$ cat src/qduc_pkg.sv
// constants, field positions and reset values for the quad converter update control
// assumes one system clock; both ends import this package
package qduc_pkg;
  localparam int QD_WORD_W = 24;
  localparam int QD_DATA_W = 16;
  localparam int QD_NCH = 4;
  localparam int QD_RW_BIT = 23;
  localparam int QD_ADDR_LSB = 16;
  localparam logic [4:0] QD_MIN_FALLS = 5'h18;
  localparam logic [4:0] QD_CNT_MAX = 5'h1f;
  localparam logic [3:0] QD_A_CMD = 4'h0;
  localparam logic [3:0] QD_A_MON = 4'h1;
  localparam logic [1:0] QD_G_CTL = 2'h0;
  localparam logic [1:0] QD_G_DAC = 2'h1;
  localparam logic [1:0] QD_G_ZERO = 2'h2;
  localparam logic [1:0] QD_G_GAIN = 2'h3;
  localparam int QD_C_AB = 15;
  localparam int QD_C_LD = 14;
  localparam int QD_C_RST = 13;
  localparam int QD_C_PDA = 12;
  localparam int QD_C_PDB = 11;
  localparam int QD_C_GPIO = 8;
  localparam int QD_C_DSDO = 7;
  localparam int QD_C_NOP = 6;
  localparam int QD_C_GAIN = 2;
  localparam int QD_MON_LSB = 11;
  localparam int QD_ZERO_W = 9;
  localparam int QD_GCAL_W = 8;
  localparam logic [15:0] QD_CODE_RST = 16'h0000;
  localparam logic [15:0] QD_BIP_FLIP = 16'h8000;
  localparam logic [3:0] QD_GAIN_RST = 4'hf;
  localparam logic [1:0] QD_GPIO_RST = 2'h3;
  localparam int QD_CLK_KHZ = 25000;
  localparam int QD_WAKE_NS = 50000;
  localparam int QD_WAKE_CYC = (QD_WAKE_NS * QD_CLK_KHZ + 999999) / 1000000;
  localparam int QD_WAKE_W = 11;
  // host controller register map, byte addresses
  localparam logic [7:0] QD_H_TXD = 8'h00;
  localparam logic [7:0] QD_H_RXD = 8'h04;
  localparam logic [7:0] QD_H_STAT = 8'h08;
  localparam logic [7:0] QD_H_PINS = 8'h0c;
  localparam logic [1:0] QD_PINS_RST = 2'h3;
  localparam logic [1:0] QD_RESP_OK = 2'h0;
  localparam logic [1:0] QD_RESP_ERR = 2'h2;
  localparam int QD_SCLK_HALF = 4;
endpackage : qduc_pkg

$ cat src/qduc_link_if.sv
// serial link between host controller and converter control
// data line is pulled high when the device releases it
`timescale 1ns/10ps
interface qduc_link_if;
  logic sclk;
  logic cs_n;
  logic sdi;
  logic load_strobe_n;
  logic reset_pin_n;
  logic sdo;
  logic sdo_oe_n;
  logic sdo_line;
  assign sdo_line = sdo_oe_n ? 1'b1 : sdo;
  modport dev (input sclk, cs_n, sdi, load_strobe_n, reset_pin_n, output sdo, sdo_oe_n);
  modport host (output sclk, cs_n, sdi, load_strobe_n, reset_pin_n, input sdo_line);
endinterface : qduc_link_if

$ cat src/qduc_dev.sv
// device end: serial register file, double-buffered codes, reset, monitor, power-down
// assumes link pins are asynchronous to clk; every pin passes two flops first
`timescale 1ns/10ps
module qduc_dev
  import qduc_pkg::*;
(
  // clock and reset
  input wire logic clk,
  input wire logic nrst,
  input wire logic ce,
  // serial link
  qduc_link_if.dev link,
  // polarity straps
  input wire logic group_a_polarity_pin,
  input wire logic group_b_polarity_pin,
  // channel outputs
  output logic [3:0][15:0] chan_latch,
  output logic [3:0][15:0] chan_ladder_code,
  output logic [3:0] chan_unipolar,
  output logic [3:0] chan_gain_x4,
  output logic [3:0][8:0] chan_zero_code,
  output logic [3:0][7:0] chan_gain_code,
  // power-down and monitor
  output logic [1:0] group_powerdown,
  output logic [1:0] group_ready,
  output logic [4:0] monitor_output_sel,
  output logic monitor_output_hiz
);
  typedef struct packed {
    logic [23:0] shift;
    logic [4:0] falls;
    logic [23:0] out_sh;
    logic rd_pend;
    logic [3:0] rd_addr;
    logic ab;
    logic pd_a;
    logic pd_b;
    logic [1:0] gpio;
    logic dsdo;
    logic nop;
    logic [3:0] gain;
    logic [4:0] mon;
    logic [3:0][15:0] inreg;
    logic [3:0][15:0] latch;
    logic [3:0] dirty;
    logic [3:0][8:0] zero;
    logic [3:0][7:0] gcal;
    logic ld_pulse;
    logic soft_rst;
    logic [1:0][10:0] wake;
  } qduc_regs_s;

  typedef struct packed {
    logic [6:0] sy1;
    logic [6:0] sy2;
    logic sclk_q;
    logic cs_q;
    qduc_regs_s r;
    logic [3:0][15:0] ladder;
    logic [3:0] uni;
    logic [1:0] ready;
    logic [4:0] msel;
  } qduc_dev_s;

  localparam qduc_regs_s REG_RST = '{gain: QD_GAIN_RST, gpio: QD_GPIO_RST, default: '0};
  localparam qduc_dev_s DEV_RST = '{sy1: 7'h7f, sy2: 7'h7f, sclk_q: 1'b1, cs_q: 1'b1,
                                    r: REG_RST, ready: 2'h3, default: '0};

  qduc_dev_s s_r;
  qduc_dev_s s_nxt;

  logic sclk_s;
  logic cs_s;
  logic sdi_s;
  logic load_strobe_pin_s;
  logic rstp_s;
  logic [1:0] pol_s;
  logic [15:0] wdat;
  logic [3:0] waddr;
  logic [1:0] widx;
  logic ld_evt;
  logic [15:0] rdat;

  assign {sclk_s, cs_s, sdi_s, load_strobe_pin_s, rstp_s, pol_s} = s_r.sy2;
  assign wdat = s_r.r.shift[QD_DATA_W-1:0];
  assign waddr = s_r.r.shift[QD_ADDR_LSB+3:QD_ADDR_LSB];
  assign widx = waddr[1:0];

  // readback mux returns fields in their write positions
  always_comb begin
    rdat = '0;
    case (s_r.r.rd_addr[3:2])
      QD_G_CTL: begin
        if (s_r.r.rd_addr == QD_A_CMD) begin
          rdat[QD_C_AB] = s_r.r.ab;
          rdat[QD_C_PDA] = s_r.r.pd_a;
          rdat[QD_C_PDB] = s_r.r.pd_b;
          rdat[QD_C_GPIO+:2] = s_r.r.gpio;
          rdat[QD_C_DSDO] = s_r.r.dsdo;
          rdat[QD_C_NOP] = s_r.r.nop;
          rdat[QD_C_GAIN+:4] = s_r.r.gain;
        end else if (s_r.r.rd_addr == QD_A_MON) begin
          rdat[QD_MON_LSB+:5] = s_r.r.mon;
        end
      end
      QD_G_DAC: rdat = s_r.r.inreg[s_r.r.rd_addr[1:0]];
      QD_G_ZERO: rdat[QD_ZERO_W-1:0] = s_r.r.zero[s_r.r.rd_addr[1:0]];
      QD_G_GAIN: rdat[QD_GCAL_W-1:0] = s_r.r.gcal[s_r.r.rd_addr[1:0]];
      default: rdat = '0;
    endcase
  end

  always_comb begin
    s_nxt = s_r;
    s_nxt.sy1 = {link.sclk, link.cs_n, link.sdi, link.load_strobe_n, link.reset_pin_n,
                 group_b_polarity_pin, group_a_polarity_pin};
    s_nxt.sy2 = s_r.sy1;
    s_nxt.sclk_q = sclk_s;
    s_nxt.cs_q = cs_s;
    ld_evt = s_r.r.ld_pulse | ~load_strobe_pin_s;
    s_nxt.r.ld_pulse = 1'b0;
    s_nxt.r.soft_rst = 1'b0;
    if (!rstp_s || s_r.r.soft_rst) begin
      // link frozen and every register back to default
      s_nxt.r = REG_RST;
    end else begin
      // a new frame hands out the word picked by the last read
      if (s_r.cs_q && !cs_s) begin
        s_nxt.r.falls = '0;
        s_nxt.r.out_sh = s_r.r.rd_pend ? {4'h0, s_r.r.rd_addr, rdat} : '0;
        s_nxt.r.rd_pend = 1'b0;
      end
      if (!cs_s && s_r.sclk_q && !sclk_s) begin
        s_nxt.r.shift = {s_r.r.shift[QD_WORD_W-2:0], sdi_s};
        s_nxt.r.out_sh = {s_r.r.out_sh[QD_WORD_W-2:0], 1'b0};
        if (s_r.r.falls != QD_CNT_MAX) begin
          s_nxt.r.falls = s_r.r.falls + 5'h01;
        end
      end
      // latches reload only where the input register is fresh
      for (int i = 0; i < QD_NCH; i++) begin
        if (ld_evt && s_r.r.dirty[i]) begin
          s_nxt.r.latch[i] = s_r.r.inreg[i];
          s_nxt.r.dirty[i] = 1'b0;
        end
      end
      // short frames fall through without effect
      if (!s_r.cs_q && cs_s && s_r.r.falls >= QD_MIN_FALLS) begin
        if (s_r.r.shift[QD_RW_BIT]) begin
          s_nxt.r.rd_addr = waddr;
          s_nxt.r.rd_pend = 1'b1;
        end else begin
          case (waddr[3:2])
            QD_G_CTL: begin
              if (waddr == QD_A_CMD) begin
                s_nxt.r.ab = wdat[QD_C_AB];
                s_nxt.r.ld_pulse = wdat[QD_C_LD];
                s_nxt.r.soft_rst = wdat[QD_C_RST];
                s_nxt.r.pd_a = wdat[QD_C_PDA];
                s_nxt.r.pd_b = wdat[QD_C_PDB];
                s_nxt.r.gpio = wdat[QD_C_GPIO+:2];
                s_nxt.r.dsdo = wdat[QD_C_DSDO];
                s_nxt.r.nop = wdat[QD_C_NOP];
                s_nxt.r.gain = wdat[QD_C_GAIN+:4];
              end else if (waddr == QD_A_MON) begin
                s_nxt.r.mon = wdat[QD_MON_LSB+:5];
              end
            end
            QD_G_DAC: begin
              s_nxt.r.inreg[widx] = wdat;
              s_nxt.r.dirty[widx] = 1'b1;
            end
            QD_G_ZERO: s_nxt.r.zero[widx] = wdat[QD_ZERO_W-1:0];
            QD_G_GAIN: s_nxt.r.gcal[widx] = wdat[QD_GCAL_W-1:0];
            default: s_nxt.r = s_r.r;
          endcase
        end
      end
      // recovery timer restarts on every power-down
      for (int g = 0; g < 2; g++) begin
        if (g == 0 ? s_r.r.pd_a : s_r.r.pd_b) begin
          s_nxt.r.wake[g] = QD_WAKE_W'(QD_WAKE_CYC);
        end else if (s_r.r.wake[g] != '0) begin
          s_nxt.r.wake[g] = s_r.r.wake[g] - 11'h001;
        end
      end
    end
    // derived outputs, registered so data pins come from flops
    for (int i = 0; i < QD_NCH; i++) begin
      s_nxt.uni[i] = (i < 2) ? pol_s[0] : pol_s[1];
      s_nxt.ladder[i] = s_nxt.uni[i] ? s_nxt.r.latch[i] : s_nxt.r.latch[i] ^ QD_BIP_FLIP;
    end
    s_nxt.ready[0] = !s_nxt.r.pd_a && s_nxt.r.wake[0] == '0;
    s_nxt.ready[1] = !s_nxt.r.pd_b && s_nxt.r.wake[1] == '0;
    // lowest set source wins so two sources never short together
    s_nxt.msel = '0;
    for (int m = 4; m >= 0; m--) begin
      if (s_nxt.r.mon[m]) begin
        s_nxt.msel = 5'h01 << m;
      end
    end
  end

  always_ff @(posedge clk or negedge nrst) begin
    if (!nrst) begin
      s_r <= DEV_RST;
    end else if (ce) begin
      s_r <= s_nxt;
    end
  end

  // outputs hold latched codes until new ones are loaded or a pin or soft reset clears them
  assign chan_latch = s_r.r.latch;
  assign chan_ladder_code = s_r.ladder;
  assign chan_unipolar = s_r.uni;
  assign chan_gain_x4 = s_r.r.gain;
  assign chan_zero_code = s_r.r.zero;
  assign chan_gain_code = s_r.r.gcal;
  assign group_powerdown = {s_r.r.pd_b, s_r.r.pd_a};
  assign group_ready = s_r.ready;
  assign monitor_output_sel = {s_r.msel[0], s_r.msel[1], s_r.msel[2], s_r.msel[3], s_r.msel[4]};
  assign monitor_output_hiz = s_r.msel == '0;
  assign link.sdo = s_r.r.out_sh[QD_WORD_W-1];
  // link stays released while the reset pin holds the device
  assign link.sdo_oe_n = cs_s | s_r.r.dsdo | !rstp_s;
endmodule : qduc_dev

$ cat src/flat_wrapper.sv
// flat-port wrapper written by rule: the top's interface ports become plain ports
module qduc_dev_flat import qduc_pkg::*;
  (clk, nrst, ce, group_a_polarity_pin, group_b_polarity_pin, chan_latch, chan_ladder_code, chan_unipolar, chan_gain_x4, chan_zero_code, chan_gain_code, group_powerdown, group_ready, monitor_output_sel, monitor_output_hiz, link_sclk, link_cs_n, link_sdi, link_load_strobe_n, link_reset_pin_n, link_sdo, link_sdo_oe_n);
  qduc_link_if link_i ();
  input wire logic clk;
  input wire logic nrst;
  input wire logic ce;
  input wire logic group_a_polarity_pin;
  input wire logic group_b_polarity_pin;
  output logic [3:0][15:0] chan_latch;
  output logic [3:0][15:0] chan_ladder_code;
  output logic [3:0] chan_unipolar;
  output logic [3:0] chan_gain_x4;
  output logic [3:0][8:0] chan_zero_code;
  output logic [3:0][7:0] chan_gain_code;
  output logic [1:0] group_powerdown;
  output logic [1:0] group_ready;
  output logic [4:0] monitor_output_sel;
  output logic monitor_output_hiz;
  input wire logic [$bits(link_i.sclk)-1:0] link_sclk;
  input wire logic [$bits(link_i.cs_n)-1:0] link_cs_n;
  input wire logic [$bits(link_i.sdi)-1:0] link_sdi;
  input wire logic [$bits(link_i.load_strobe_n)-1:0] link_load_strobe_n;
  input wire logic [$bits(link_i.reset_pin_n)-1:0] link_reset_pin_n;
  output wire logic [$bits(link_i.sdo)-1:0] link_sdo;
  output wire logic [$bits(link_i.sdo_oe_n)-1:0] link_sdo_oe_n;
  assign link_i.sclk = link_sclk;
  assign link_i.cs_n = link_cs_n;
  assign link_i.sdi = link_sdi;
  assign link_i.load_strobe_n = link_load_strobe_n;
  assign link_i.reset_pin_n = link_reset_pin_n;
  assign link_sdo = link_i.sdo;
  assign link_sdo_oe_n = link_i.sdo_oe_n;
  qduc_dev u_core (.clk(clk), .nrst(nrst), .ce(ce), .link(link_i), .group_a_polarity_pin(group_a_polarity_pin), .group_b_polarity_pin(group_b_polarity_pin), .chan_latch(chan_latch), .chan_ladder_code(chan_ladder_code), .chan_unipolar(chan_unipolar), .chan_gain_x4(chan_gain_x4), .chan_zero_code(chan_zero_code), .chan_gain_code(chan_gain_code), .group_powerdown(group_powerdown), .group_ready(group_ready), .monitor_output_sel(monitor_output_sel), .monitor_output_hiz(monitor_output_hiz));
endmodule
$ cat config.mk
export PLATFORM = sky130hd
export DESIGN_NAME = qduc_dev_flat
export DESIGN_NICKNAME = d
export VERILOG_FILES = /design/src/qduc_pkg.sv /design/src/qduc_link_if.sv /design/src/qduc_dev.sv /design/src/flat_wrapper.sv
export SDC_FILE = /design/constraint.sdc
export NUM_CORES = 1
export LEC_CHECK = 0
export ABC_AREA = 1
export BUFFER_PORTS_ARGS = -buffer_cell sky130_fd_sc_hd__buf_2
export CAP_MARGIN = 20
export CORE_ASPECT_RATIO = 1.75
export CORE_MARGIN = 2
export CORE_UTILIZATION = 26
export DETAILED_ROUTE_END_ITERATION = 10
export PLACE_DENSITY = 0.55
export SLEW_MARGIN = 25
export SYNTH_ARGS = -nofsm -noshare
export SYNTH_HDL_FRONTEND = slang
export SYNTH_SLANG_ARGS = --single-unit
$ cat constraint.sdc
create_clock -name clk -period 1.8 [get_ports clk]
set_input_delay 0.36 -clock clk [delete_from_list [all_inputs] [get_ports clk]]
set_output_delay 0.36 -clock clk [all_outputs]
set_load 0.01 [all_outputs]
Word-level counts from Yosys, hierarchy flattened:

Index checks and enable logic that the tools add are counted.

* reductions and logical operators: 40
* bitwise gates (word level): 9
* equal/unequal tests: 10
* mux-type cells: 71
* $add $sub $neg: 3
* order comparisons: 4

Operators by type and width (number)
* $mux 298: 1
* $mux 245: 1
* $mux 240: 1
* $mux 16: 11
* $bwmux 64: 1
* $mux 64: 1
* $mux 11: 5
* $mux 53: 1
* $mux 5: 10
* $bwmux 36: 1
* $mux 36: 1
* $bmux 16 s2: 1
* $bwmux 32: 1
* $demux 16 s2: 1
* $mux 32: 1
* $mux 30: 1
* $mux 8: 3
* $pmux 6 s4: 1
* $logic_not 11->1: 2
* $reduce_bool 11->1: 2
* $sub 11x1->11 const B: 2
* $mux 20: 1
* $bmux 9 s2: 1
* $demux 9 s2: 1
* 33 further kinds: 85

* input bits: 10
* register bits: 388
* output and inout bits: 216
* word-level logic and storage cells: 182

Depth between registers and ports, before layout:

Gate-level depths: netlist (run 1).

* depth after elaboration: 17
* mapped depth: 14
* mapped depth without buffers: 14

Worst setup path before layout (run 1):

No wires, ideal clock.

* path type: reg2reg
* start: reg u_core.s_r, in the netlist u_core.rstp_s
* end: reg u_core.s_r[262] (netlist bit)
* path buffers: 1
* path slack: 0.037 ns
* required time: 1.675 ns
* clock period less this slack: 1.763 ns
* arrival time: 1.638 ns
* stages on the path, launching flop included: 9
* setup time: 0.125 ns
* path through: dfstp_2 > inv_2 > nor2_8 > inv_6 > o21ai_4 > inv_4 > nand2_4 > buf_6 > o31ai_2

* word-level cells in the longest chain between the ends: 4
* elaborated cells between the ends (all ways): 7
* those cells by class: eq/ne: 1; mux: 1; reduce/logical: 5

RTL lines
* start: declaration: line qduc_dev.sv:69 `qduc_dev_s s_r;`
* start signal: assignment: line qduc_dev.sv:208 `s_r <= s_nxt;`
* $logic_not 1->1 *: line qduc_dev.sv:123 `if (!rstp_s || s_r.r.soft_rst) begin`
* $logic_or 1x1->1 *: line qduc_dev.sv:123
* $ne 2x2->1 (no source line) / $reduce_bool 2->1 (equally long branches)
* $reduce_and 4->1 (no source line)

Mark *: on every way between the ends. The rest lies on a longest branch, timed or not.
A chain may end at the register's enable or synchronous reset.

Worst setup path after layout (run 1):

* start: reg u_core.s_r, in the netlist u_core.cs_s
* end: reg u_core.s_r, in the netlist u_core.chan_gain_code[23]

* word-level cells in the longest chain between the ends: 4

RTL lines
* $logic_and 1x1->1 (2 in a row): line qduc_dev.sv:148 `if (!s_r.cs_q && cs_s && s_r.r.falls >= QD_MIN_FALLS) begin`
* $reduce_bool 2->1 (no source line)
* $reduce_and 4->1 (no source line)

Every way passes these cells.

==> flow_metrics.tcl, run 1 <==
set metrics [dict create \
    status "finished with violations" \
    violations "setup timing" \
    placementRows 123 \
    grt_max_degree 79 \
    endpoint_kind "flop" \
    io_pins 226 \
    htreeDepth 2 \
    syn_avg_cell_area_sq_um 8.534 \
    antenna_found_initial 0 \
    worst_hold_slack_ns 0.04061 \
    p_int_mw 14.19 \
    antenna_cells 0 \
    min_period_ns 1.848 \
    rsz0062_at_grt "yes" \
    worstSetupStartpoint "u_core.cs_s$_DFFE_PN1P_" \
    r2r_start "u_core.cs_s$_DFFE_PN1P_" \
    hpwl_mm 50.11 \
    critPathSlowestCell "dfstp_2" \
    multi_input_area_sq_um 6555 \
    startpoint_type "flop" \
    clkLatencyLatePin_ns 0.54 \
    antenna_left 0 \
    place_ws_ns -0.1601 \
    yosys_warnings 0 \
    worst-setup-path-type "flop to flop" \
    wl_mm 65.89 \
    p_leak_nw 10.10 \
    skew_ns 0.01593 \
    max_stage_delay_ns 0.55 \
    timing.final.crit_share_pct 102.7 \
    switching_power_mw 6.485 \
    drv_slew 0 \
    wire_per_inst_microns 21.93 \
    syn_nets 1992 \
    grt_pass1_wl_mm 94.67 \
    final_core_util_pct 33.01 \
    ys_types 50 \
    crit_required_ns 2.27 \
    grt_pass1_vias 14590 \
    tritoncts "yes" \
    cts_root_buffer "clkbuf_16" \
    fmax_ghz 0.5412 \
    dieArea_sq_um 66950 \
    cts_buffers 34 \
    ir_worst_vdd_mv 0.5112 \
    synth_edf_count 0 \
    pwr-share-clk_pct 37.1 \
    drive_gt1_share_pct 33.85 \
    critPathTopFamily "simple AND/OR/NAND/NOR gates" \
    power.density_nw_per_um2 975.9 \
    holdCritStartpoint "group_a_polarity_pin" \
    synth_ff_type "dfrtp_1" \
    die_y_microns 340.8 \
    seqPwrFrac_pct 38.3 \
    path_cells "nand4_4 -> inv_4 -> nand2_4 -> nor2_8 -> inv_8 -> nor2_2 -> buf_4 -> nand2_2 -> o21ai_0" \
    dieWidth_microns 196.5 \
    grt_use_total_pct 19.06 \
    core_sq_um 64180 \
    port_buffers 225 \
    power_frac_comb_pct 24.5 \
    synth_seq_cells 326 \
    drv_cap 0 \
    max-slew-margin-rel_pct 63.66 \
    hp-class "input port to flop" \
    initial_core_util_pct 26.26 \
    synth.cell_area_sq_um 16850 \
    ys_seq_area_share_pct 48.58 \
    synthArstFlopShare_pct 100.0 \
    setup-violations-final 21 \
    layout_setup_ws_ns -0.04782 \
    drtIter0Drc 851 \
    filler_cell_count 6572 \
    first_pass_iters 5 \
    worst_slew_pin_slew_ns 0.5451 \
    hold_violations 0 \
    syn_inst 1975 \
    gp_congestion 0.9810 \
    via_per_inst 4.840 \
    clk_pin_slew_worst_paths_ns 0.07 \
    grt_overflow_total 0 \
    swShare_pct 31.37 \
    crit_fanout 9 \
    fin_nets 2185 \
    arrival_ns 2.31 \
    vias 14540 \
    seqCellArea_sq_um 8189 \
    clock-sinks 326 \
    setup_tns_ns -0.3964 \
    worst-path-buf-inv 3 \
    clk_path_buf_depth 3 \
    areaGrowthSynthToFinish_pct 25.69 \
    drcViolationCount 0 \
]
## flip-flops by register name, summed over array words and instances (netlist names), 4 cells and up
signal / cells
u_core.chan_gain_code: 32
u_core.monitor_output_sel: 4
u_core.chan_ladder_code: 4
u_core.s_nxt: 8
u_core.chan_latch: 64
u_core.chan_gain_x4: 4
u_core.s_r: 162
u_core.chan_zero_code: 36
## cells in the final DEF, fill, tap and decap left out, types with 5 or more instances in the layout
cell type	synthesis	routed
buf_12	1	29
a22oi_1	20	17
nand2_8	0	8
o22ai_2	0	12
buf_6	6	15
bufinv_16	0	6
inv_2	21	26
inv_1	228	217
inv_8	0	6
inv_4	4	5
nor3_1	9	6
nor2_4	9	18
a21oi_2	1	6
nand4_1	11	11
dfstp_2	24	24
nand2_4	7	18
o221ai_1	24	14
nor2_1	105	82
a21oi_1	33	28
clkinv_2	0	5
nand2_2	12	50
xor2_1	5	5
o22ai_1	119	107
buf_2	21	223
nor2_8	6	6
nand3_2	0	7
mux2i_1	6	5
nor2_2	7	21
o21ai_0	148	112
clkbuf_16	0	38
o21ai_1	82	109
o21ai_2	10	16
o221ai_2	0	8
dfrtp_1	302	301
clkbuf_1	31	9
buf_4	217	158
nand3_1	81	73
nand2_1	378	328
## power by group through the flow
stage          Clock, mW  Sequential [mW]  Combinational (mW)
6_report            7.67             7.93                5.07
5_1_grt             8.14             7.97                5.66
4_1_cts             7.84             7.91                4.71
3_5_place_dp           0             8.03                4.41
3_3_place_gp           0             8.03                4.36
2_1_floorplan          0             7.97                2.75
## per-stage QoR
step	area [sq um]	total power [mW]	cells
after global placement	18660	12.39	2904
after detailed placement	18660	12.44	2904
after CTS	20170	20.46	2976
final	21180	20.67	3004
after global routing	21180	21.76	3004
after floorplan	16850	10.73	1975
## timing repair
action,in CTS,in global routing
pin swaps,9,29
gates cloned,0,10
resized for setup,64,210
setup endpoints to repair,149,230
endpoints found under the hold margin,26,0
setup buffers,10,19
hold buffers,2,0
## cells by family (layout without fill, tap and decap cells)
logic type               count (synthesis)  after routing  share of synthesized area, %
multiplexers                             6              6                        0.3564
flip-flops                             326            326                         48.58
adder cells (fa/ha/maj)                  7              7                        0.5196
AND/OR/NAND/NOR                        630            637                         16.56
AO/OA/AOI/OAI                          461            461                         16.25
XOR/XNOR                                 5              5                        0.2598
buffers and inverters                  540            750                         17.47
## cells in the mapped netlist (5+ instances only)
library cell	n	area share, %
dfstp_2	24	3.7
dfrtp_1	302	45
clkbuf_1	31	0.69
nor2_8	6	0.71
nand2_4	7	0.47
inv_2	21	0.47
buf_2	21	0.62
buf_6	6	0.40
nor2_1	105	2.3
a22oi_1	20	0.89
nand4_1	11	0.41
inv_1	228	5.1
o21ai_0	148	4.4
nor2_2	7	0.26
o22ai_1	119	4.4
a21oi_1	33	0.98
nand3_1	81	2.4
o21ai_1	82	2.4
nor3_1	9	0.27
nand2_2	12	0.45
buf_1	9	0.20
buf_4	217	9.7
ha_1	7	0.52
o221ai_1	24	1.2
mux2i_1	6	0.36
nor2_4	9	0.60
xor2_1	5	0.26
o21ai_2	10	0.52
nand2_1	378	8.4
## path summary, 6_finish.rpt
check                                                        end  slack (ns)  depth (start not counted)
max                        u_core.chan_gain_code[23]$_DFFE_PN0P_       -0.05                          9
max in group asynchronous      u_core.group_ready[1]$_DFFE_PN1P_        0.70                          3
min                                u_core.s_nxt[375]$_DFFE_PN1P_        0.04                          3
min reg2reg                        u_core.s_nxt[380]$_DFFE_PN1P_        0.47                          2
max reg2reg                u_core.chan_gain_code[23]$_DFFE_PN0P_       -0.05                          9
min in group asynchronous            u_core.s_r[335]$_DFFE_PN0P_        0.36                          2
## worst register-to-register path: stages (launching register included)
cell     delay, ns
dfstp_2       0.55
nand4_4       0.14
inv_4         0.12
nand2_4       0.08
nor2_8        0.16
inv_8         0.10
nor2_2        0.11
buf_4         0.19
nand2_2       0.14
o21ai_0       0.18
## metal layers
metal | routed length [microns] | global-route usage (%) | part of all wire [%]
met5 | 0 | 0 | 0
met2 | 34280 | 34.94 | 52
met3 | 3192 | 2.550 | 4.8
met4 | 5997 | 14.32 | 9.1
met1 | 22410 | 19.58 | 34
## area by class of cell
type | instances | share of cell area, %
multi-input cells | 1116 | 30.95
flip-flops and latches | 326 | 38.66
clock buffers | 47 | 4.489
clock inverters | 13 | 1.051
inverters | 255 | 4.790
well taps | 812 | 4.796
repair buffers | 435 | 15.27
(Power assumes the default switching activity.)
==> inputs of run 2 (changes only) <==
--- a/config.mk
+++ b/config.mk
@@ -10,9 +10,9 @@
 export CAP_MARGIN = 20
 export CORE_ASPECT_RATIO = 1.75
 export CORE_MARGIN = 2
-export CORE_UTILIZATION = 26
+export CORE_UTILIZATION = 53
 export DETAILED_ROUTE_END_ITERATION = 10
-export PLACE_DENSITY = 0.55
+export PLACE_DENSITY = 0.88
 export SLEW_MARGIN = 25
 export SYNTH_ARGS = -nofsm -noshare
 export SYNTH_HDL_FRONTEND = slang
==> run 2 against run 1 <==
Clock skew is 0.013 ns higher. Combinational power shrank 6.7%. Utilization up 31 points. Critical path depth shrank 1. Hold slack worse by 0.036 ns. Fmax is 5.3% lower. The flow still finishes with violations (setup timing). Sequential power about the same. Design area fell by 4.8%.
==> flow_metrics.tcl, run 2 (synthesized netlist as in run 1, its figures left out) <==
set metrics [dict create \
    areaGrowthSynthToFinish_pct 19.66 \
    max-slew-margin-rel_pct 64.85 \
    clock-sinks 326 \
    die_y_microns 239.9 \
    hold_depth 3 \
    seqPwrFrac_pct 39.9 \
    worst_hold_slack_ns 0.004317 \
    antenna_cells 0 \
    seqCellArea_sq_um 8190 \
    initial_core_util_pct 53.64 \
    drcViolationCount 0 \
    min_period_ns 1.952 \
    hpwl_mm 39.97 \
    gp_congestion 1.038 \
    setup_tns_ns -1.742 \
    timing.final.crit_share_pct 108.4 \
    dieArea_sq_um 33300 \
    clkLatencyLatePin_ns 0.60 \
    swShare_pct 31.07 \
    grt_pass1_wl_mm 82.81 \
    antenna_left 0 \
    cts_root_buffer "clkbuf_16" \
    skew_ns 0.02895 \
    htreeDepth 1 \
    tritoncts "yes" \
    port_buffers 225 \
    rsz0062_at_grt "yes" \
    io_pins 226 \
    crit_fanout 9 \
    wl_mm 57.74 \
    layout_setup_ws_ns -0.1521 \
    wire_per_inst_microns 22.79 \
    r2r_start "u_core.rstp_s$_DFFE_PN1P_" \
    violations "setup timing" \
    holdCritStartpoint "link_reset_pin_n" \
    clk_path_buf_depth 3 \
    vias 15030 \
    grt_pass1_vias 14400 \
    fmax_ghz 0.5123 \
    largest_register "u_core.s_r" \
    fin_area_sq_um 20170 \
    arrival_ns 2.44 \
    startpoint_type "flop" \
    via_per_inst 5.931 \
    drive_gt1_share_pct 32.74 \
    power.density_nw_per_um2 984.0 \
    endpoint_kind "flop" \
    p_int_mw 13.68 \
    clk_pin_slew_worst_paths_ns 0.07 \
    largest_register_ffs 162 \
    drtIter0Drc 1567 \
    timing.rr.end "u_core.s_r[291]$_DFFE_PN0P_" \
    grt_use_total_pct 32.20 \
    status "finished with violations" \
    first_pass_iters 8 \
    worst-setup-path-type "flop to flop" \
    final_cell_mix "nand2_1, dfrtp_1, buf_2, inv_1, o21ai_0" \
    fin_nets 2132 \
    multi_input_area_sq_um 6486 \
    drv_cap 0 \
    setup-violations-final 55 \
    filler_cell_count 2394 \
    pwr-share-clk_pct 36.3 \
    reg2regPathDepth 8 \
    drv_slew 0 \
    placementRows 86 \
    grt_overflow_total 0 \
    crit_required_ns 2.29 \
    core_sq_um 31420 \
    p_leak_nw 9.791 \
    switching_power_mw 6.165 \
    placed_area_sq_um 17640 \
    antenna_found_initial 1 \
    reg2reg_slack_ns -0.15 \
    power_frac_comb_pct 23.8 \
    ir_worst_vdd_mv 0.8754 \
    cts_buffers 29 \
    grt_max_degree 79 \
    hp-class "input port to flop" \
    min_to "u_core.s_nxt[377]$_DFFE_PN1P_" \
    hold_violations 0 \
    worst_slew_pin_slew_ns 0.5272 \
    layout_commonest_cell "nand2_1" \
    dieWidth_microns 138.8 \
]
[run 2: cell count changes in the layout (fill, tap and decap cells not counted), sizes merged]
cell,delta
clkinv,+2
nand2,-5
dlygate4sd3,+4
clkinvlp,+2
buf,-49
bufinv,+1
clkbuf,-9
[run 2: how the worst max path moves through the flow]
stage | startpoint | endpoint | cells after the start
3_5_place_dp | u_core.s_r[373]$_DFFE_PN1P_ | u_core.s_r[296]$_DFFE_PN0P_ | 10
6_report | u_core.rstp_s$_DFFE_PN1P_ | u_core.s_r[291]$_DFFE_PN0P_ | 8
5_1_grt | u_core.rstp_s$_DFFE_PN1P_ | u_core.s_r[291]$_DFFE_PN0P_ | 8
4_1_cts | u_core.cs_s$_DFFE_PN1P_ | link_sdo_oe_n | 4
2_1_floorplan | u_core.rstp_s$_DFFE_PN1P_ | u_core.s_r[262]$_DFFE_PN0P_ | 8
3_3_place_gp | u_core.s_r[373]$_DFFE_PN1P_ | u_core.s_r[298]$_DFFE_PN0P_ | 10
[run 2: area by class of cell]
type                       count  area share [%]
inverter                     255           5.131
timing repair buffer         391           14.15
sequential                   326           40.61
tap                          396           2.457
timing repair inverter         1         0.03723
clock inverter                17           1.359
multi-input combinational   1111           32.16
clock buffer                  37           4.095
[run 2: power groups by stage]
| stage | combinational [mW] | sequential (mW) | clock (mW) |
|---|---|---|---|
| 6_report | 4.73 | 7.92 | 7.20 |
| 5_1_grt | 5.22 | 7.95 | 7.52 |
| 4_1_cts | 4.21 | 7.90 | 7.20 |
| 3_5_place_dp | 4.07 | 8.03 | 0 |
| 3_3_place_gp | 3.99 | 8.03 | 0 |
| 2_1_floorplan | 2.75 | 7.97 | 0 |
[run 2: metrics by stage]
step / power [mW] / util (%) / instances / setup WS (ns)
after global routing: 20.70 / 64.18 / 2534 / -0.2499
after detailed placement: 12.10 / 56.13 / 2437 / -0.1504
after floorplan: 10.73 / - / 1975 / 0.03705
after CTS: 19.31 / 61.05 / 2514 / -0.04342
final: 19.85 / 64.18 / 2534 / -0.1521
after global placement: 12.01 / 56.13 / 2437 / -0.1141
[run 2: what timing repair did]
action	CTS	global route
resized for setup	59	216
setup endpoints to repair	137	177
cloned	3	7
setup buffers	14	14
pin swaps	5	33
hold buffers	6	0
endpoints found under the hold margin	43	0
[run 2: metal layers]
layer  routed length, microns  share of wire, %  GRT usage [%]  up-vias
li1                         -                 -              -     6574
met1                    18580                32          34.46     7171
met2                    28700                50          55.32      955
met3                     4446               7.7          5.616      327
met4                     6001                10          27.00        2
met5                       16             0.028              0        -
[run 2: critical path, stage by stage (launching register included)]
cell and delay [ns]:
dfstp_2 0.56, inv_4 0.05, nor2_8 0.15, inv_8 0.08
nor2_8 0.18, inv_8 0.11, nor2_4 0.24, nand2_1 0.27
o21ai_1 0.23
==> inputs of run 3 (changes only) <==
--- a/config.mk
+++ b/config.mk
@@ -10,9 +10,9 @@
 export CAP_MARGIN = 20
 export CORE_ASPECT_RATIO = 1.75
 export CORE_MARGIN = 2
-export CORE_UTILIZATION = 53
+export CORE_UTILIZATION = 30
 export DETAILED_ROUTE_END_ITERATION = 10
-export PLACE_DENSITY = 0.88
+export PLACE_DENSITY = 0.6
 export SLEW_MARGIN = 25
 export SYNTH_ARGS = -nofsm -noshare
 export SYNTH_HDL_FRONTEND = slang
==> run 3 against run 2 <==
The flow still finishes with violations (setup timing). Critical endpoint is now u_core.s_r[278]$_DFFE_PN0P_. Flip-flop and latch count stayed put. Non-clock buffer count rose by 21. Die area rose by 75%. Highest routed layer is now met4. Sequential share of layout area fell by 1.4 points. Via count fell by 4.0%. Clock power up 5.1%. Register-to-register slack improved by 0.11 ns. Utilization decreased by 27 points. Hold slack better by 0.027 ns. Critical path depth increased by 2. Count of clock-buffer cells in the layout is 13 higher.
==> flow_metrics.tcl, run 3 (synthesized netlist as in run 1, its figures left out) <==
set metrics [dict create \
    grt_use_total_pct 20.56 \
    startpoint_type "flop" \
    timing.final.crit_share_pct 102.3 \
    filler_cell_count 5646 \
    grt_pass1_wl_mm 89.66 \
    drcViolationCount 0 \
    antenna_found_initial 0 \
    fmax_ghz 0.5430 \
    swShare_pct 32.25 \
    die_y_microns 317.6 \
    p_leak_nw 9.840 \
    placementRows 115 \
    setup_tns_ns -0.5413 \
    min_period_ns 1.842 \
    dieWidth_microns 183.2 \
    dieArea_sq_um 58170 \
    drv_slew 0 \
    cts_root_buffer "clkbuf_16" \
    hpwl_mm 47.54 \
    power.density_nw_per_um2 1003 \
    areaGrowthSynthToFinish_pct 23.80 \
    largest_register_ffs 162 \
    power_frac_comb_pct 26.1 \
    power_mw 20.94 \
    fin_nets 2161 \
    setup-violations-final 31 \
    drtIter0Drc 1045 \
    hp-class "input port to flop" \
    via_per_inst 5.021 \
    largest_register "u_core.s_r" \
    antenna_cells 0 \
    first_pass_iters 6 \
    final_cell_mix "nand2_1, dfrtp_1, buf_2, inv_1, o21ai_0" \
    clock-sinks 326 \
    status "finished with violations" \
    antenna_left 0 \
    io_pins 226 \
    core_sq_um 55830 \
    place_ws_ns -0.1292 \
    rsz0062_at_grt "yes" \
    clk_pin_slew_worst_paths_ns 0.06 \
    worst-setup-path-type "flop to flop" \
    max-slew-margin-rel_pct 71.27 \
    crit_fanout 7 \
    ir_worst_vdd_mv 0.6238 \
    met3_usage_pct 2.382 \
    crit_required_ns 2.20 \
    clkLatencyLatePin_ns 0.56 \
    initial_core_util_pct 30.19 \
    layout_commonest_cell "nand2_1" \
    seqPwrFrac_pct 37.8 \
    multi_input_area_sq_um 6505 \
    arrival_ns 2.24 \
    hold_depth 3 \
    p_int_mw 14.18 \
    grt_overflow_total 0 \
    hold_violations 0 \
    tritoncts "yes" \
    grt_pass1_vias 14380 \
    top_usage_layer "met2" \
    grt_max_degree 80 \
    worst_slew_pin_slew_ns 0.4190 \
    layout_setup_ws_ns -0.04177 \
    port_buffers 225 \
    wire_per_inst_microns 21.59 \
    cts_buffers 35 \
    use_met2_pct 38.13 \
    pwr-share-clk_pct 36.2 \
    drv_cap 0 \
    wl_mm 62.02 \
    seqCellArea_sq_um 8189 \
    skew_ns 0.03818 \
    violations "setup timing" \
    reg2regPathDepth 10 \
    htreeDepth 2 \
    endpoint_kind "flop" \
    grtUsageMet1_pct 20.59 \
    clk_path_buf_depth 3 \
    drive_gt1_share_pct 32.84 \
    switching_power_mw 6.752 \
    vias 14420 \
    gp_congestion 0.9561 \
]
==> run 3: routing by layer <==
metal / part of all wire (%) / wire (microns)
met1: 34 / 21170
met2: 53 / 32680
met3: 4.1 / 2544
met4: 9.1 / 5624
met5: 0 / 0
==> run 3: worst max-delay path, cell delays in order, from the launching register on <==
cell     delay, ns
dfstp_2       0.56
nand4_4       0.12
inv_4         0.12
nand2_8       0.07
nor2_4        0.13
o21ai_4       0.09
buf_6         0.13
buf_12        0.12
nor2_8        0.14
buf_12        0.15
o22ai_1       0.07
==> run 3: timing repair <==
action / in CTS / in global routing
setup endpoints to repair: 63 / 209
setup buffers: 9 / 15
gates cloned: 0 / 8
gates resized for setup: 48 / 200
hold buffers: 1 / 0
pin swaps: 4 / 32
endpoints found under the hold margin: 33 / 0
==> run 3: final cells by class <==
cell class,instances,area share [%]
Sequential cell,326,39.25
Multi-Input combinational cell,1114,31.18
Timing Repair Buffer,412,14.79
Inverter,255,4.899
Clock buffer,50,4.857
Tap cell,702,4.210
Clock inverter,14,0.8215
==> run 3: metrics by stage <==
stage,hold WS [ns],cell area [sq um],std cells,utilization [%]
CTS,0.01472,19900,2850,35.65
floorplan,0.06441,16850,1975,-
detailed placement,0.2422,18440,2776,33.03
global route,0.01393,20870,2873,37.37
global placement,0.2403,18440,2776,33.03
finish,0.03083,20870,2873,37.37
==> run 3: worst paths after layout <==
| path | slack [ns] | endpoint | startpoint |
|---|---|---|---|
| setup / recovery | -0.04 | u_core.s_r[278]$_DFFE_PN0P_ | u_core.cs_s$_DFFE_PN1P_ |
| hold / removal | 0.03 | u_core.s_nxt[376]$_DFFE_PN1P_ | group_b_polarity_pin |
| setup reg to reg | -0.04 | u_core.s_r[278]$_DFFE_PN0P_ | u_core.cs_s$_DFFE_PN1P_ |
| hold reg to reg | 0.46 | u_core.s_nxt[376]$_DFFE_PN1P_ | u_core.s_nxt[376]$_DFFE_PN1P_ |
| max in group asynchronous | 0.75 | u_core.cs_s$_DFFE_PN1P_ | nrst |
| min in group asynchronous | 0.29 | u_core.s_r[77]$_DFFE_PN0P_ | nrst |
==> run 3: power by group through the flow <==
stage	Combinational [mW]	Clock (mW)	Sequential, mW
3_5_place_dp	4.57	0	8.00
3_3_place_gp	4.56	0	8.00
4_1_cts	4.66	7.67	7.88
6_report	5.46	7.57	7.91
2_1_floorplan	2.75	0	7.97
5_1_grt	6.04	7.97	7.94
